==> src/inc/nrrp_regs.svh <==
// Timing counts, command codes and geometry for the NAND ROM read host
`ifndef NRRP_REGS_SVH
`define NRRP_REGS_SVH
`define NRRP_CMD_READ_LO    8'h00
`define NRRP_CMD_READ_HI    8'h01
`define NRRP_CMD_READ_SPARE 8'h50
`define NRRP_CMD_RESET      8'hff
`define NRRP_CLK_NS         25
`define NRRP_PAGE_BYTES     528
`define NRRP_SPARE_BYTES    16
`define NRRP_BLOCK_PAGES    32
// Strobe low and high phases, least times rounded up to cycles
`define NRRP_WP_NS          25
`define NRRP_WH_NS          25
`define NRRP_WP_CYC         ((`NRRP_WP_NS + `NRRP_CLK_NS - 1) / `NRRP_CLK_NS)
`define NRRP_WH_CYC         ((`NRRP_WH_NS + `NRRP_CLK_NS - 1) / `NRRP_CLK_NS)
`define NRRP_RP_NS          50
`define NRRP_RP_CYC         ((`NRRP_RP_NS + `NRRP_CLK_NS - 1) / `NRRP_CLK_NS)
// Wait before sampling ready/busy: covers write_to_busy_delay of 200 ns
`define NRRP_WB_NS          200
`define NRRP_WB_CYC         ((`NRRP_WB_NS + `NRRP_CLK_NS - 1) / `NRRP_CLK_NS + 1)
`define NRRP_WHR_NS         50
`define NRRP_WHR_CYC        ((`NRRP_WHR_NS + `NRRP_CLK_NS - 1) / `NRRP_CLK_NS)
`endif

==> src/inc/nrrp_pkg.sv <==
// Types for the NAND ROM read host
package nrrp_pkg;
  typedef enum logic [3:0] {
    NRRP_IDLE  = 4'h0,
    NRRP_CMD   = 4'h1,
    NRRP_ADDR  = 4'h3,
    NRRP_WAITB = 4'h2,
    NRRP_WAITR = 4'h6,
    NRRP_READ  = 4'h7,
    NRRP_GAP   = 4'h5,
    NRRP_STOP  = 4'h4
  } nrrp_state_t;

  typedef struct packed {
    logic ce_n;
    logic cle;
    logic ale;
    logic we_n;
    logic output_strobe_n;
  } nrrp_pins_t;

  typedef struct packed {
    nrrp_state_t state;
    nrrp_pins_t  pins;
    logic [7:0]  bus_out;
    logic        bus_oe;
    logic [7:0]  cmd;
    logic [23:0] addr;
    logic [1:0]  acnt;
    logic [3:0]  tcnt;
    logic [9:0]  col;
    logic [4:0]  page;
    logic [15:0] left;
    logic        busy;
    logic        done;
    logic        rd_valid;
    logic [7:0]  rd_data;
    logic        rd_last;
  } nrrp_st_t;
endpackage : nrrp_pkg

==> src/hw/nrrp_host.sv <==
// Host controller that reads a NAND-style ROM through its pins
// Behaviour
// - Command byte with command latch high, address byte with address latch high.
// - Only codes 00, 01, 50 and FF are ever issued.
// - While busy only reset may be issued; reset works when busy.
// - Three address bytes, low first: bits 0-7, 9-16, 17-24.
// - After block end host stops and needs a new command and address.
// - No output strobe after a page end until ready, nor outside output.
// - After power-up select held high and reset issued.
// - Address bytes always follow the read command directly.
// - After reset or select high a new command and address precede reading.
`timescale 1ns/1ps
`default_nettype none
`include "nrrp_regs.svh"
module nrrp_host #(
  parameter int COUNT_W = 16
) (
  input  wire logic               clk_sys,
  input  wire logic               rst_n,
  input  wire logic               req_valid,
  input  wire logic [1:0]         req_mode,
  input  wire logic [23:0]        req_addr,
  input  wire logic [7:0]         req_column,
  input  wire logic [COUNT_W-1:0] req_count,
  input  wire logic               req_reset,
  output logic                    req_ready,
  output logic                    rd_valid,
  output logic [7:0]              rd_data,
  output logic                    rd_last,
  output logic                    chip_select_n,
  output logic                    cmd_latch,
  output logic                    addr_latch,
  output logic                    write_strobe_n,
  output logic                    output_strobe_n,
  input  wire logic [7:0]         shared_byte_bus_in,
  output logic [7:0]              shared_byte_bus_out,
  output logic                    shared_byte_bus_oe,
  input  wire logic               ready_busy_n
);
  nrrp_pkg::nrrp_st_t s_r, s_nxt;

  logic [9:0] page_end;
  always_comb begin
    page_end = 10'(`NRRP_PAGE_BYTES - 1);
  end

  always_comb begin
    s_nxt = s_r;
    s_nxt.rd_valid = 1'b0;
    s_nxt.rd_last = 1'b0;
    if (s_r.tcnt != 4'h0) begin
      s_nxt.tcnt = s_r.tcnt - 4'h1;
    end
    unique case (s_r.state)
      nrrp_pkg::NRRP_IDLE: begin
        s_nxt.pins = '{ce_n: 1'b1, cle: 1'b0, ale: 1'b0, we_n: 1'b1, output_strobe_n: 1'b1};
        s_nxt.bus_oe = 1'b0;
        // A read waits for ready; only reset may be sent to a busy device
        if ((req_valid && (req_reset || ready_busy_n)) || s_r.busy) begin
          s_nxt.busy = 1'b0;
          // Power-up and explicit resets both send the reset command
          if (s_r.busy || req_reset) begin
            s_nxt.cmd = `NRRP_CMD_RESET;
          end else begin
            unique case (req_mode)
              2'h0: s_nxt.cmd = `NRRP_CMD_READ_LO;
              2'h1: s_nxt.cmd = `NRRP_CMD_READ_HI;
              default: s_nxt.cmd = `NRRP_CMD_READ_SPARE;
            endcase
          end
          // Mode bit 8 is carried by the command, so only a column byte is sent
          s_nxt.addr = {req_addr[23:8],
                        (req_mode > 2'h1) ? {4'h0, req_column[3:0]} : req_column};
          s_nxt.col = (req_mode == 2'h0) ? {2'b00, req_column} :
                      (req_mode == 2'h1) ? {2'b01, req_column} :
                      10'(512) + {6'h00, req_column[3:0]};
          s_nxt.page = req_addr[12:8];
          s_nxt.left = 16'(req_count);
          s_nxt.acnt = 2'h0;
          s_nxt.pins.ce_n = 1'b0;
          s_nxt.pins.cle = 1'b1;
          s_nxt.pins.we_n = 1'b0;
          s_nxt.bus_oe = 1'b1;
          s_nxt.bus_out = (s_r.busy || req_reset) ? `NRRP_CMD_RESET : 8'h00;
          if (!(s_r.busy || req_reset)) begin
            s_nxt.bus_out = (req_mode == 2'h0) ? `NRRP_CMD_READ_LO :
                            (req_mode == 2'h1) ? `NRRP_CMD_READ_HI : `NRRP_CMD_READ_SPARE;
          end
          s_nxt.tcnt = 4'(`NRRP_WP_CYC);
          s_nxt.state = nrrp_pkg::NRRP_CMD;
        end
      end
      nrrp_pkg::NRRP_CMD, nrrp_pkg::NRRP_ADDR: begin
        if (s_r.tcnt == 4'h0) begin
          if (!s_r.pins.we_n) begin
            s_nxt.pins.we_n = 1'b1;
            s_nxt.tcnt = 4'(`NRRP_WH_CYC);
          end else if (s_r.state == nrrp_pkg::NRRP_CMD && s_r.cmd == `NRRP_CMD_RESET) begin
            s_nxt.pins.cle = 1'b0;
            s_nxt.bus_oe = 1'b0;
            s_nxt.tcnt = 4'(`NRRP_WB_CYC);
            s_nxt.state = nrrp_pkg::NRRP_WAITB;
          end else if (s_r.state == nrrp_pkg::NRRP_ADDR && s_r.acnt == 2'h2) begin
            s_nxt.pins.ale = 1'b0;
            s_nxt.bus_oe = 1'b0;
            s_nxt.tcnt = 4'(`NRRP_WB_CYC);
            s_nxt.state = nrrp_pkg::NRRP_WAITB;
          end else begin
            // Address bytes follow the command with no gap
            if (s_r.state == nrrp_pkg::NRRP_ADDR) begin
              s_nxt.acnt = s_r.acnt + 2'h1;
            end
            s_nxt.pins.cle = 1'b0;
            s_nxt.pins.ale = 1'b1;
            s_nxt.pins.we_n = 1'b0;
            s_nxt.bus_out = s_r.addr[8*s_nxt.acnt +: 8];
            s_nxt.tcnt = 4'(`NRRP_WP_CYC);
            s_nxt.state = nrrp_pkg::NRRP_ADDR;
          end
        end
      end
      nrrp_pkg::NRRP_WAITB: begin
        // Ready is not sampled until the busy delay has passed
        if (s_r.tcnt == 4'h0) begin
          s_nxt.state = nrrp_pkg::NRRP_WAITR;
        end
      end
      nrrp_pkg::NRRP_WAITR: begin
        if (ready_busy_n) begin
          if (s_r.cmd == `NRRP_CMD_RESET || s_r.left == 16'h0000) begin
            s_nxt.state = nrrp_pkg::NRRP_STOP;
          end else begin
            s_nxt.tcnt = 4'(`NRRP_WHR_CYC);
            s_nxt.state = nrrp_pkg::NRRP_GAP;
          end
        end
      end
      nrrp_pkg::NRRP_GAP: begin
        if (s_r.tcnt == 4'h0) begin
          s_nxt.pins.output_strobe_n = 1'b0;
          s_nxt.tcnt = 4'(`NRRP_RP_CYC);
          s_nxt.state = nrrp_pkg::NRRP_READ;
        end
      end
      nrrp_pkg::NRRP_READ: begin
        if (s_r.tcnt == 4'h0) begin
          // Data sampled at end of low phase, before the rising edge
          s_nxt.pins.output_strobe_n = 1'b1;
          s_nxt.rd_valid = 1'b1;
          s_nxt.rd_data = shared_byte_bus_in;
          s_nxt.left = s_r.left - 16'h0001;
          s_nxt.rd_last = (s_r.left == 16'h0001);
          s_nxt.tcnt = 4'(`NRRP_WH_CYC);
          if (s_r.left == 16'h0001) begin
            s_nxt.state = nrrp_pkg::NRRP_STOP;
          end else if (s_r.col == page_end) begin
            s_nxt.col = (s_r.cmd == `NRRP_CMD_READ_SPARE) ? 10'(512) : 10'h000;
            s_nxt.page = s_r.page + 5'h01;
            // Block end needs a fresh command; stop rather than wrap
            s_nxt.state = (s_r.page == 5'(`NRRP_BLOCK_PAGES - 1)) ?
                          nrrp_pkg::NRRP_STOP : nrrp_pkg::NRRP_WAITB;
            s_nxt.tcnt = 4'(`NRRP_WB_CYC);
          end else begin
            s_nxt.col = s_r.col + 10'h001;
            s_nxt.state = nrrp_pkg::NRRP_GAP;
          end
        end
      end
      nrrp_pkg::NRRP_STOP: begin
        // Dropping select ends the read; later reads reissue command and address
        s_nxt.pins.ce_n = 1'b1;
        if (s_r.tcnt == 4'h0) begin
          s_nxt.state = nrrp_pkg::NRRP_IDLE;
        end
      end
      default: s_nxt.state = nrrp_pkg::NRRP_IDLE;
    endcase
  end

  always_ff @(posedge clk_sys or negedge rst_n) begin
    if (!rst_n) begin
      s_r <= '0;
      s_r.state <= nrrp_pkg::NRRP_IDLE;
      s_r.pins <= 5'b10011;
      s_r.busy <= 1'b1;
    end else begin
      s_r <= s_nxt;
    end
  end

  always_ff @(posedge clk_sys or negedge rst_n) begin
    if (!rst_n) begin
      req_ready <= 1'b0;
    end else begin
      req_ready <= (s_nxt.state == nrrp_pkg::NRRP_IDLE) && !s_nxt.busy && ready_busy_n;
    end
  end

  assign rd_valid            = s_r.rd_valid;
  assign rd_data             = s_r.rd_data;
  assign rd_last             = s_r.rd_last;
  assign chip_select_n       = s_r.pins.ce_n;
  assign cmd_latch           = s_r.pins.cle;
  assign addr_latch          = s_r.pins.ale;
  assign write_strobe_n      = s_r.pins.we_n;
  assign output_strobe_n     = s_r.pins.output_strobe_n;
  assign shared_byte_bus_out = s_r.bus_out;
  assign shared_byte_bus_oe  = s_r.bus_oe;
endmodule : nrrp_host
`default_nettype wire

==> config.mk <==
export PLATFORM = sky130hd
export DESIGN_NAME = nrrp_host
export DESIGN_NICKNAME = d
export VERILOG_FILES = /design/src/inc/nrrp_pkg.sv /design/src/hw/nrrp_host.sv
export VERILOG_INCLUDE_DIRS = /design/src /design/src/inc
export SDC_FILE = /design/constraint.sdc
export NUM_CORES = 1
export LEC_CHECK = 0
export BUFFER_PORTS_ARGS = -buffer_cell sky130_fd_sc_hd__buf_2
export CAP_MARGIN = 5
export CORE_MARGIN = 5
export CORE_UTILIZATION = 40
export DETAILED_ROUTE_END_ITERATION = 16
export GPL_ROUTABILITY_DRIVEN = 0
export PLACE_DENSITY = 0.59
export SYNTH_ARGS = -nofsm -noshare
export SYNTH_HDL_FRONTEND = slang
export SYNTH_SLANG_ARGS = --single-unit
==> constraint.sdc <==
create_clock -name clk_sys -period 2.75 [get_ports clk_sys]
set_input_delay 0.55 -clock clk_sys [delete_from_list [all_inputs] [get_ports clk_sys]]
set_output_delay 0.55 -clock clk_sys [all_outputs]
set_load 0.02 [all_outputs]
Yosys cells after proc, flatten, opt, wreduce, memory -nomap -nowiden
Cells that the tools add are included.
- $lt $le $gt $ge: 1
- mux-type cells: 74
- reductions and logical operators: 32
- shifts and indexed selects: 1
- eq/ne operators: 25
- add/sub/neg operators: 6
- operators with widths (kind ; number):
    $mux 79 ; 1
    $mux 4 ; 16
    $pmux 31 s2 ; 1
    $mux 10 ; 6
    $mux 8 ; 5
    $mux 35 ; 1
    $pmux 4 s7 ; 1
    $shiftx 24x6->8 ; 1
    $mux 2 ; 11
    $pmux 4 s5 ; 1
    $mux 19 ; 1
    $mux 9 ; 2
    $ne 2x2->1 const B ; 9
    $pmux 9 s2 ; 1
    $eq 16x1->1 const B ; 1
    $eq 4x3->1 const B ; 4
    $logic_not 16->1 ; 1
    $reduce_and 4->1 ; 4
    $sub 16x1->16 const B ; 1
    $mux 1 ; 14
    $mux 7 ; 2
    $pmux 7 s2 ; 1
    $logic_not 4->1 ; 3
    $mux 6 ; 2
    33 further kinds ; 49
- register bits: 99
- input bits: 63

Logic depth before layout (Yosys ltp)
Gate-level depths: netlist of run 1.
- depth in word-level cells: 13
- gate-level depth with buffers: 11
- depth with buffers taken out: 9

Worst setup path after synthesis of run 1
No wires, ideal clock.
- kind: register to register
- start point: reg s_r[43] in the netlist's numbering
- end point: reg s_r[42] in the netlist's numbering
- data arrival time: 2148 ps
- period minus slack after synthesis: 2274 ps
- stages on the path, launching flop included: 11
- library setup time: 126 ps
- slack: 476 ps
- path through: dfrtp_1 -> inv_1 -> ha_1 -> nor3b_4 -> inv_2 -> or2_4 -> buf_2 -> a21oi_2 -> buf_4 -> o22ai_1 -> a221o_1
- cells in the longest elaborated chain, start to end: 3
- ends and longest elaborated chain (what ; line ; source):
    from (decl) ; nrrp_host.sv:40 ; nrrp_pkg::nrrp_st_t s_r, s_nxt;
    from (signal assigned) ; nrrp_host.sv:187 ; s_r <= s_nxt;
    $logic_not 4->1 ; nrrp_host.sv:146 ; if (s_r.tcnt == 4'h0) begin
    $ne 2x2->1 (no source line) ; - ;
    $reduce_and 4->1 (no source line) ; - ;
No other way between the ends.
A chain may end at the register's enable or synchronous reset.

==> results of run 1 <==
-- cells by family after synthesis --
family	synth area share [%]
muxes	2.693
xor gates and xnor gates	0.4685
other	0.07019
buffers and inverters	6.112
adders and majority gates	2.108
DFF	44.12
and+or+nand+nor	22.88
AOI/OAI and AO/OA	21.55
-- power breakdown --
group          switching, mW  leakage [nW]  internal (mW)  total [mW]
clock network          0.538         0.138          0.703        1.24
logic                  0.819          1.57          0.609        1.43
registers              0.270          1.16           1.72        1.99
total                   1.63          2.87           3.04        4.66
-- critical path, stage by stage (launching register included) --
cell     delay (ns)
dfrtp_1        0.41
inv_1          0.09
ha_1           0.22
or4b_1         0.57
nor4b_4        0.34
o31ai_1        0.17
a211o_1        0.28
nor4b_2        0.28
-- worst paths after layout --
check                              from  depth (start not counted)  slack [ns]         to
max                             s_r[12]                          7        0.29  req_ready
min                               rst_n                          1        0.18  cmd_latch
max reg2reg                     s_r[12]                          7        0.29  req_ready
min reg2reg                     s_r[68]                          2        0.47    s_r[68]
max in group asynchronous         rst_n                          2        1.86    s_r[11]
min in group clk_sys       req_addr[19]                          3        0.39    s_r[68]
-- flip-flops by register name, indices dropped and copies added (netlist names) --
name	count
addr_latch	1
chip_select_n	1
cmd_latch	1
output_strobe_n	1
rd_data	8
rd_last	1
rd_valid	1
req_ready	1
s_r	69
shared_byte_bus_oe	1
shared_byte_bus_out	8
write_strobe_n	1
-- metrics by stage --
stage / instances / setup slack, ns / instance area, µm² / util [%] / total power [mW]
CTS: 854 / 0.1891 / 6236 / 47.28 / 4.714
detailed placement: 838 / 0.1522 / 5943 / 45.06 / 3.452
global placement: 838 / 0.2764 / 5943 / 45.06 / 3.402
finish: 855 / 0.2945 / 6247 / 47.36 / 4.663
global route: 855 / 0.1136 / 6247 / 47.36 / 5.010
floorplan: 601 / 0.4759 / 5343 / - / 3.038
-- synthesized netlist by cell type (all sizes together), types with 3 or more instances --
cell type,count
a211o,3
a211oi,6
a21o,4
a21oi,22
a221o,3
a22o,9
a22oi,9
a32oi,6
and2,7
and3,3
buf,27
clkbuf,19
dfrtp,90
dfstp,4
ha,9
inv,20
mux2,3
mux2i,11
nand2,122
nand2b,7
nand3,16
nor2,46
nor2b,5
nor3,14
nor3b,4
nor4,4
nor4b,3
o211ai,8
o21a,5
o21ai,46
o22ai,9
o2bb2ai,4
o31ai,3
o32a,7
or3,4
or4,5
-- cells in the final DEF (no fill, tap or decap), types with 9 or more instances in the layout --
master / Yosys / final
dfrtp_1: 90 / 90
a22oi_1: 9 / 9
a21oi_1: 20 / 20
buf_4: 17 / 28
o21ai_0: 36 / 36
nand3_1: 16 / 16
mux2i_1: 11 / 11
ha_1: 9 / 9
o22ai_1: 9 / 9
nor3_1: 14 / 14
nor2_1: 45 / 45
clkbuf_16: 0 / 9
buf_2: 6 / 78
inv_1: 18 / 18
nand2_1: 122 / 122
a22o_1: 9 / 9
-- area by class of cell --
| class | instances | area [µm²] | share of cell area, % |
|---|---|---|---|
| clock buffer | 10 | 229.0 | 3.665 |
| clock inverter | 6 | 63.81 | 1.021 |
| tap | 176 | 220.2 | 3.525 |
| sequential | 94 | 2357 | 37.73 |
| inverter | 20 | 75.07 | 1.202 |
| multi-input combinational | 441 | 2670 | 42.74 |
| timing repair buffer | 108 | 631.9 | 10.11 |
-- per-layer routing --
| metal | part of all wire [%] | track usage (%) |
|---|---|---|
| met3 | 6.4 | 4.776 |
| met4 | 1.3 | 5.102 |
| met2 | 46 | 29.01 |
| met1 | 46 | 25.07 |
| met5 | 0 | 0 |
==> results.json, run 1 <==
{
  "p_per_area_nw_per_um2": 746.5,
  "cp-start-kind": "flop",
  "cts-root-buf": "clkbuf_16",
  "ctsLongestPathBuffers": 2,
  "io_pins": 88,
  "drtPass1Iterations": 5,
  "synth_top_area_cell": "dfrtp_1",
  "synth_top_area_share_pct": 42.15,
  "tritoncts": "yes",
  "slew_headroom_pct": 61.53,
  "dp.final_hpwl_mm": 10.12,
  "critPathCaptureType": "flop",
  "totalWireLength_mm": 13.87,
  "hold_slack_ns": 0.1801,
  "cts_hold_buf": 0,
  "yosysUniqueCellTypes": 80,
  "ys_ff_latch": 94,
  "num_antenna_cells": 0,
  "grt_pass1_wl_mm": 23.89,
  "h-tree-depth": 3,
  "worst-slew-pin-transition_ns": 0.5759,
  "drive_above_1_share_pct": 22.24,
  "synth_nets": 673,
  "min_period_ns": 2.455,
  "clock_latency_ns": 0.35,
  "slew_violations": 0,
  "cts_made_buffers": 9,
  "setup_viol": 0,
  "syn_inst": 601,
  "hp-class": "input pin to asynchronous set/reset pin",
  "p_leak_nw": 2.868,
  "grt_usage_pct": 18.37,
  "vdd_drop_max_mv": 0.3145,
  "start_util_pct": 40.50,
  "finClkSkew_ns": 0.009549,
  "ys_warn_count": 0,
  "rows": 42,
  "core_um2": 13190,
  "drcViolationCount": 0,
  "portBuffers": 79,
  "nets": 746,
  "hold_violations": 0,
  "max-cap-violations": 0,
  "via_per_inst": 5.413,
  "die_h_um": 125.6,
  "routedWlPerCell_um": 16.22,
  "grt_max_degree": 56,
  "tns_ns": 0,
  "synth.area.top_cells": "dfrtp_1 (42%), nand2_1 (8.6%), o21ai_0 (3.4%)",
  "cp.required_ns": 3.00,
  "overflow": 0,
  "path_clk_slew_ns": 0.06,
  "yosysSeqAreaShare_pct": 44.12,
  "cts.repair.resized": 0,
  "ant_nets": 0,
  "critPathKind": "flop to flop",
  "synthArstFlopShare_pct": 100.0,
  "die_w_um": 125.6,
  "synthesis.area_um2": 5343,
  "crit_fanout": 4,
  "cp.arrival_ns": 2.70,
  "fmaxAchievable_mhz": 407.3,
  "syn_area_per_cell_um2": 8.890,
  "die_area_um2": 15770,
  "vias": 4628,
  "finalCritPeriodShare_pct": 89.29,
  "syn_to_final_growth_pct": 16.93,
  "antenna_found_initial": 0,
  "status": "finished, final reports clean",
  "synth_edf_count": 0,
  "first_iter_violations": 321,
  "cts.sinks": 94,
  "cts_setup_buffers": 0,
  "grt_pass1_vias": 4725,
  "fill_cells": 1288,
  "ys.flop_type": "dfrtp_1",
  "rsz0062_at_grt": "false"
}
No activity file was read; power rests on OpenSTA's default activity.
==> inputs of run 2 (changes only) <==
--- a/config.mk
+++ b/config.mk
@@ -10,6 +10,7 @@
 export CAP_MARGIN = 5
 export CORE_MARGIN = 5
 export CORE_UTILIZATION = 40
+export CTS_BUF_LIST = sky130_fd_sc_hd__clkbuf_16
 export DETAILED_ROUTE_END_ITERATION = 16
 export GPL_ROUTABILITY_DRIVEN = 0
 export PLACE_DENSITY = 0.59
==> results.json, run 2 (synthesized netlist as in run 1, its figures left out) <==
{
  "most-common-layout-cells": "nand2_1 (122), dfrtp_1 (90), buf_2 (78), nor2_1 (45), o21ai_0 (36)",
  "crit_fanout": 4,
  "p_switching_mw": 1.626,
  "finalInstanceArea_um2": 6247,
  "hp-class": "input pin to asynchronous set/reset pin",
  "die_area_um2": 15770,
  "die_h_um": 125.6,
  "placed_area_um2": 5943,
  "finalCritPeriodShare_pct": 89.17,
  "comb_power_share_pct": 30.7,
  "min_period_ns": 2.452,
  "reg2reg_slack_ns": 0.30,
  "fmaxAchievable_mhz": 407.8,
  "critPathCaptureType": "flop",
  "r2r_start": "s_r[12]",
  "portBuffers": 79,
  "internal_power_mw": 3.033,
  "grt_pass1_wl_mm": 23.89,
  "p_per_area_nw_per_um2": 745.8,
  "slew_headroom_pct": 60.66,
  "vias": 4627,
  "setup_viol": 0,
  "tns_ns": 0,
  "reg2regPathDepth": 7,
  "layoutNonFillerInstCount": 855,
  "drcViolationCount": 0,
  "vdd_drop_max_mv": 0.3145,
  "cts_setup_buffers": 0,
  "hold_slack_ns": 0.1801,
  "antenna_found_initial": 0,
  "cp-start-kind": "flop",
  "core_um2": 13190,
  "ant_nets": 0,
  "grt_usage_pct": 18.37,
  "finClkSkew_ns": 0.009427,
  "critPathKind": "flop to flop",
  "hold_violations": 0,
  "final_common_cell": "nand2_1",
  "regMostFlops": "s_r",
  "cp.arrival_ns": 2.70,
  "dp.final_hpwl_mm": 10.12,
  "ctsLongestPathBuffers": 2,
  "nets": 746,
  "dp_slack_ns": 0.1522,
  "cp.required_ns": 3.00,
  "slew_violations": 0,
  "pwr-share-clk_pct": 26.6,
  "rsz0062_at_grt": "false",
  "grt_max_degree": 56,
  "totalPowerFinal_mw": 4.659,
  "drive_above_1_share_pct": 22.24,
  "path_clk_slew_ns": 0.06,
  "drtPass1Iterations": 4,
  "rows": 42,
  "cts-root-buf": "clkbuf_16",
  "first_iter_violations": 321,
  "cts_hold_buf": 0,
  "routedWlPerCell_um": 16.22,
  "max-cap-violations": 0,
  "largest_reg_flops": 69,
  "cts.sinks": 94,
  "worst-slew-pin-transition_ns": 0.5890,
  "timing.rr.end": "req_ready",
  "via_per_inst": 5.412,
  "cts.repair.resized": 0,
  "status": "finished, final reports clean",
  "fin_util_pct": 47.36,
  "syn_to_final_growth_pct": 16.93,
  "totalWireLength_mm": 13.87,
  "start_util_pct": 40.50,
  "die_w_um": 125.6,
  "io_pins": 88,
  "clock_latency_ns": 0.35,
  "switching_share_pct": 34.90,
  "num_antenna_cells": 0,
  "h-tree-depth": 3,
  "dp_cells": 838,
  "setup_slack_ns": 0.2979,
  "cts_made_buffers": 9,
  "grt_pass1_vias": 4725,
  "tritoncts": "yes",
  "overflow": 0,
  "p_leak_nw": 2.872,
  "seq_power_share_pct": 42.8
}
==> run 2: final cells by class <==
cell class / instances / area, µm²
clock buffers: 9 / 225.2
clock inverters: 7 / 67.56
fillers: 1288 / 6943
inverters: 20 / 75.07
multi-input cells: 441 / 2670
flip-flops and latches: 94 / 2357
well taps: 176 / 220.2
repair buffers: 108 / 631.9
==> run 2: power groups by stage <==
stage,clock (mW),combinational [mW],sequential [mW]
after floorplan,0,1.07,1.96
after global placement,0,1.40,2.00
after detailed placement,0,1.44,2.01
after CTS,1.28,1.44,1.99
after global routing,1.34,1.62,2.05
final,1.24,1.43,1.99
==> run 2: worst max-delay path by stage <==
stage                     slack, ns         to     from  cells after the start
after floorplan                0.48    s_r[42]  s_r[43]                     10
after global placement         0.28    s_r[25]  s_r[43]                      9
after detailed placement       0.15    s_r[27]  s_r[43]                      9
after CTS                      0.19    s_r[27]  s_r[43]                      9
after global routing           0.11  req_ready  s_r[12]                      7
final                          0.30  req_ready  s_r[12]                      7
==> run 2: critical path: stages (launching register included) <==
cell and delay (ns):
dfrtp_1 0.41, inv_1 0.09, ha_1 0.22, or4b_1 0.57, nor4b_4 0.34, o31ai_1 0.17, a211o_1 0.28, nor4b_2 0.28
==> run 2: metal layers <==
| layer | part of all wire, % | track usage [%] | vias up | wire length (µm) |
|---|---|---|---|---|
| li1 | - | - | 2281 | - |
| met1 | 46 | 25.07 | 2196 | 6423 |
| met2 | 46 | 29.01 | 138 | 6409 |
| met3 | 6.1 | 4.776 | 12 | 850 |
| met4 | 1.3 | 5.102 | 0 | 180 |
| met5 | 0 | 0 | - | 0 |
==> inputs of run 3 (changes only) <==
--- a/config.mk
+++ b/config.mk
@@ -14,6 +14,7 @@
 export DETAILED_ROUTE_END_ITERATION = 16
 export GPL_ROUTABILITY_DRIVEN = 0
 export PLACE_DENSITY = 0.59
+export RECOVER_POWER = 25
 export SYNTH_ARGS = -nofsm -noshare
 export SYNTH_HDL_FRONTEND = slang
 export SYNTH_SLANG_ARGS = --single-unit
==> results.json, run 3 (synthesized netlist as in run 1, its figures left out) <==
{
  "slew_headroom_pct": 18.55,
  "cts_setup_buffers": 0,
  "via_per_inst": 5.434,
  "io_pins": 88,
  "seq_area_um2": 2357,
  "crit_fanout": 4,
  "max_stage_delay_ns": 0.57,
  "fmaxAchievable_mhz": 408.2,
  "regMostFlops": "s_r",
  "drive_above_1_share_pct": 22.24,
  "routedWlPerCell_um": 16.22,
  "hold_violations": 0,
  "dp_cells": 838,
  "totalWireLength_mm": 13.87,
  "status": "finished, final reports clean",
  "finalCritPeriodShare_pct": 89.09,
  "placed_area_um2": 5943,
  "p_per_area_nw_per_um2": 747.7,
  "die_h_um": 125.6,
  "grt_max_degree": 56,
  "worst-slew-pin-transition_ns": 1.222,
  "tritoncts": "yes",
  "nets": 746,
  "num_antenna_cells": 0,
  "cp-start-kind": "flop",
  "syn_to_final_growth_pct": 16.60,
  "antenna_found_initial": 0,
  "crit_path_top_delay_cell": "or4b_1",
  "cts.sinks": 94,
  "p_leak_nw": 2.866,
  "grt_pass1_vias": 4725,
  "die_area_um2": 15770,
  "slew_violations": 0,
  "cp.arrival_ns": 2.70,
  "overflow": 0,
  "largest_reg_flops": 69,
  "path_clk_slew_ns": 0.06,
  "hold_slack_ns": 0.3627,
  "fill_cells": 1288,
  "clock_latency_ns": 0.35,
  "finalInstanceArea_um2": 6230,
  "path_cells": "inv_1, ha_1, or4b_1, nor4b_4, o31ai_1, a211o_1, nor4b_2",
  "cts-root-buf": "clkbuf_16",
  "critPathKind": "flop to flop",
  "max-cap-violations": 0,
  "multi_input_area_um2": 2670,
  "cts_made_buffers": 9,
  "most-common-layout-cells": "nand2_1 (122), dfrtp_1 (90), buf_2 (79), nor2_1 (45), o21ai_0 (36)",
  "worstPathBufferInverterCount": 1,
  "totalPowerFinal_mw": 4.658,
  "first_iter_violations": 330,
  "critPathCaptureType": "flop",
  "h-tree-depth": 3,
  "drcViolationCount": 0,
  "cts.repair.resized": 0,
  "drtPass1Iterations": 5,
  "finClkSkew_ns": 0.008924,
  "setup_viol": 0,
  "cts_hold_buf": 0,
  "layoutNonFillerInstCount": 855,
  "dp.final_hpwl_mm": 10.12,
  "final_common_cell": "nand2_1",
  "hp-class": "input pin to asynchronous set/reset pin",
  "rsz0062_at_grt": "false",
  "cp.required_ns": 3.00,
  "die_w_um": 125.6,
  "tns_ns": 0,
  "ctsLongestPathBuffers": 2,
  "min_period_ns": 2.450,
  "ant_nets": 0,
  "critPathTopFamily": "simple AND/OR/NAND/NOR gates",
  "vdd_drop_max_mv": 0.3145,
  "grt_usage_pct": 18.37,
  "rows": 42,
  "portBuffers": 79,
  "vias": 4646,
  "start_util_pct": 40.50,
  "grt_pass1_wl_mm": 23.89,
  "core_um2": 13190
}
==> run 3: cell count changes in the layout (fill, tap and decap cells not counted), sizes merged <==
| cell | change |
|---|---|
| buf | -1 |
| clkbuf | +1 |
==> run 3: stage by stage <==
step / setup slack (ns) / util (%)
after floorplan: 0.4759 / -
after global placement: 0.2764 / 45.06
after detailed placement: 0.1522 / 45.06
after CTS: 0.1891 / 47.28
after global routing: 0.1136 / 47.23
final: 0.3001 / 47.23
==> run 3: path summary, 6_finish.rpt <==
path,start,end,slack (ns),cells past startpoint
min in group clk_sys,req_addr[19],s_r[68],0.39,3
worst max register to register,s_r[12],req_ready,0.30,7
worst min register to register,s_r[68],s_r[68],0.47,2
worst max-delay path,s_r[12],req_ready,0.30,7
max in group asynchronous,rst_n,s_r[29],0.62,2
worst min-delay path,rst_n,cmd_latch,0.36,1
==> run 3: worst register-to-register path: stages, from the launching register on <==
cell     delay, ns
dfrtp_1       0.41
inv_1         0.09
ha_1          0.22
or4b_1        0.57
nor4b_4       0.34
o31ai_1       0.17
a211o_1       0.28
nor4b_2       0.28
==> run 3: power by group <==
part           internal (mW)  total [mW]  leakage, nW  switching (mW)
clock                  0.700        1.24        0.143           0.539
sequential              1.72        1.99         1.16           0.269
combinational          0.606        1.43         1.57           0.819
==> run 3: final cells by class <==
| type | count | share of cell area, % |
|---|---|---|
| clock buffer | 9 | 3.615 |
| clock inverter | 7 | 1.085 |
| inverter | 20 | 1.205 |
| multi-input combinational | 441 | 42.86 |
| sequential | 94 | 37.84 |
| tap | 176 | 3.535 |
| timing repair buffer | 108 | 9.861 |
==> run 3: per-layer routing <==
layer	vias to the layer above	routed length (µm)	GRT usage (%)
met5	-	0	0
met3	14	831	4.776
met4	0	189	5.102
li1	2285	-	-
met1	2202	6393	25.07
met2	145	6452	29.01
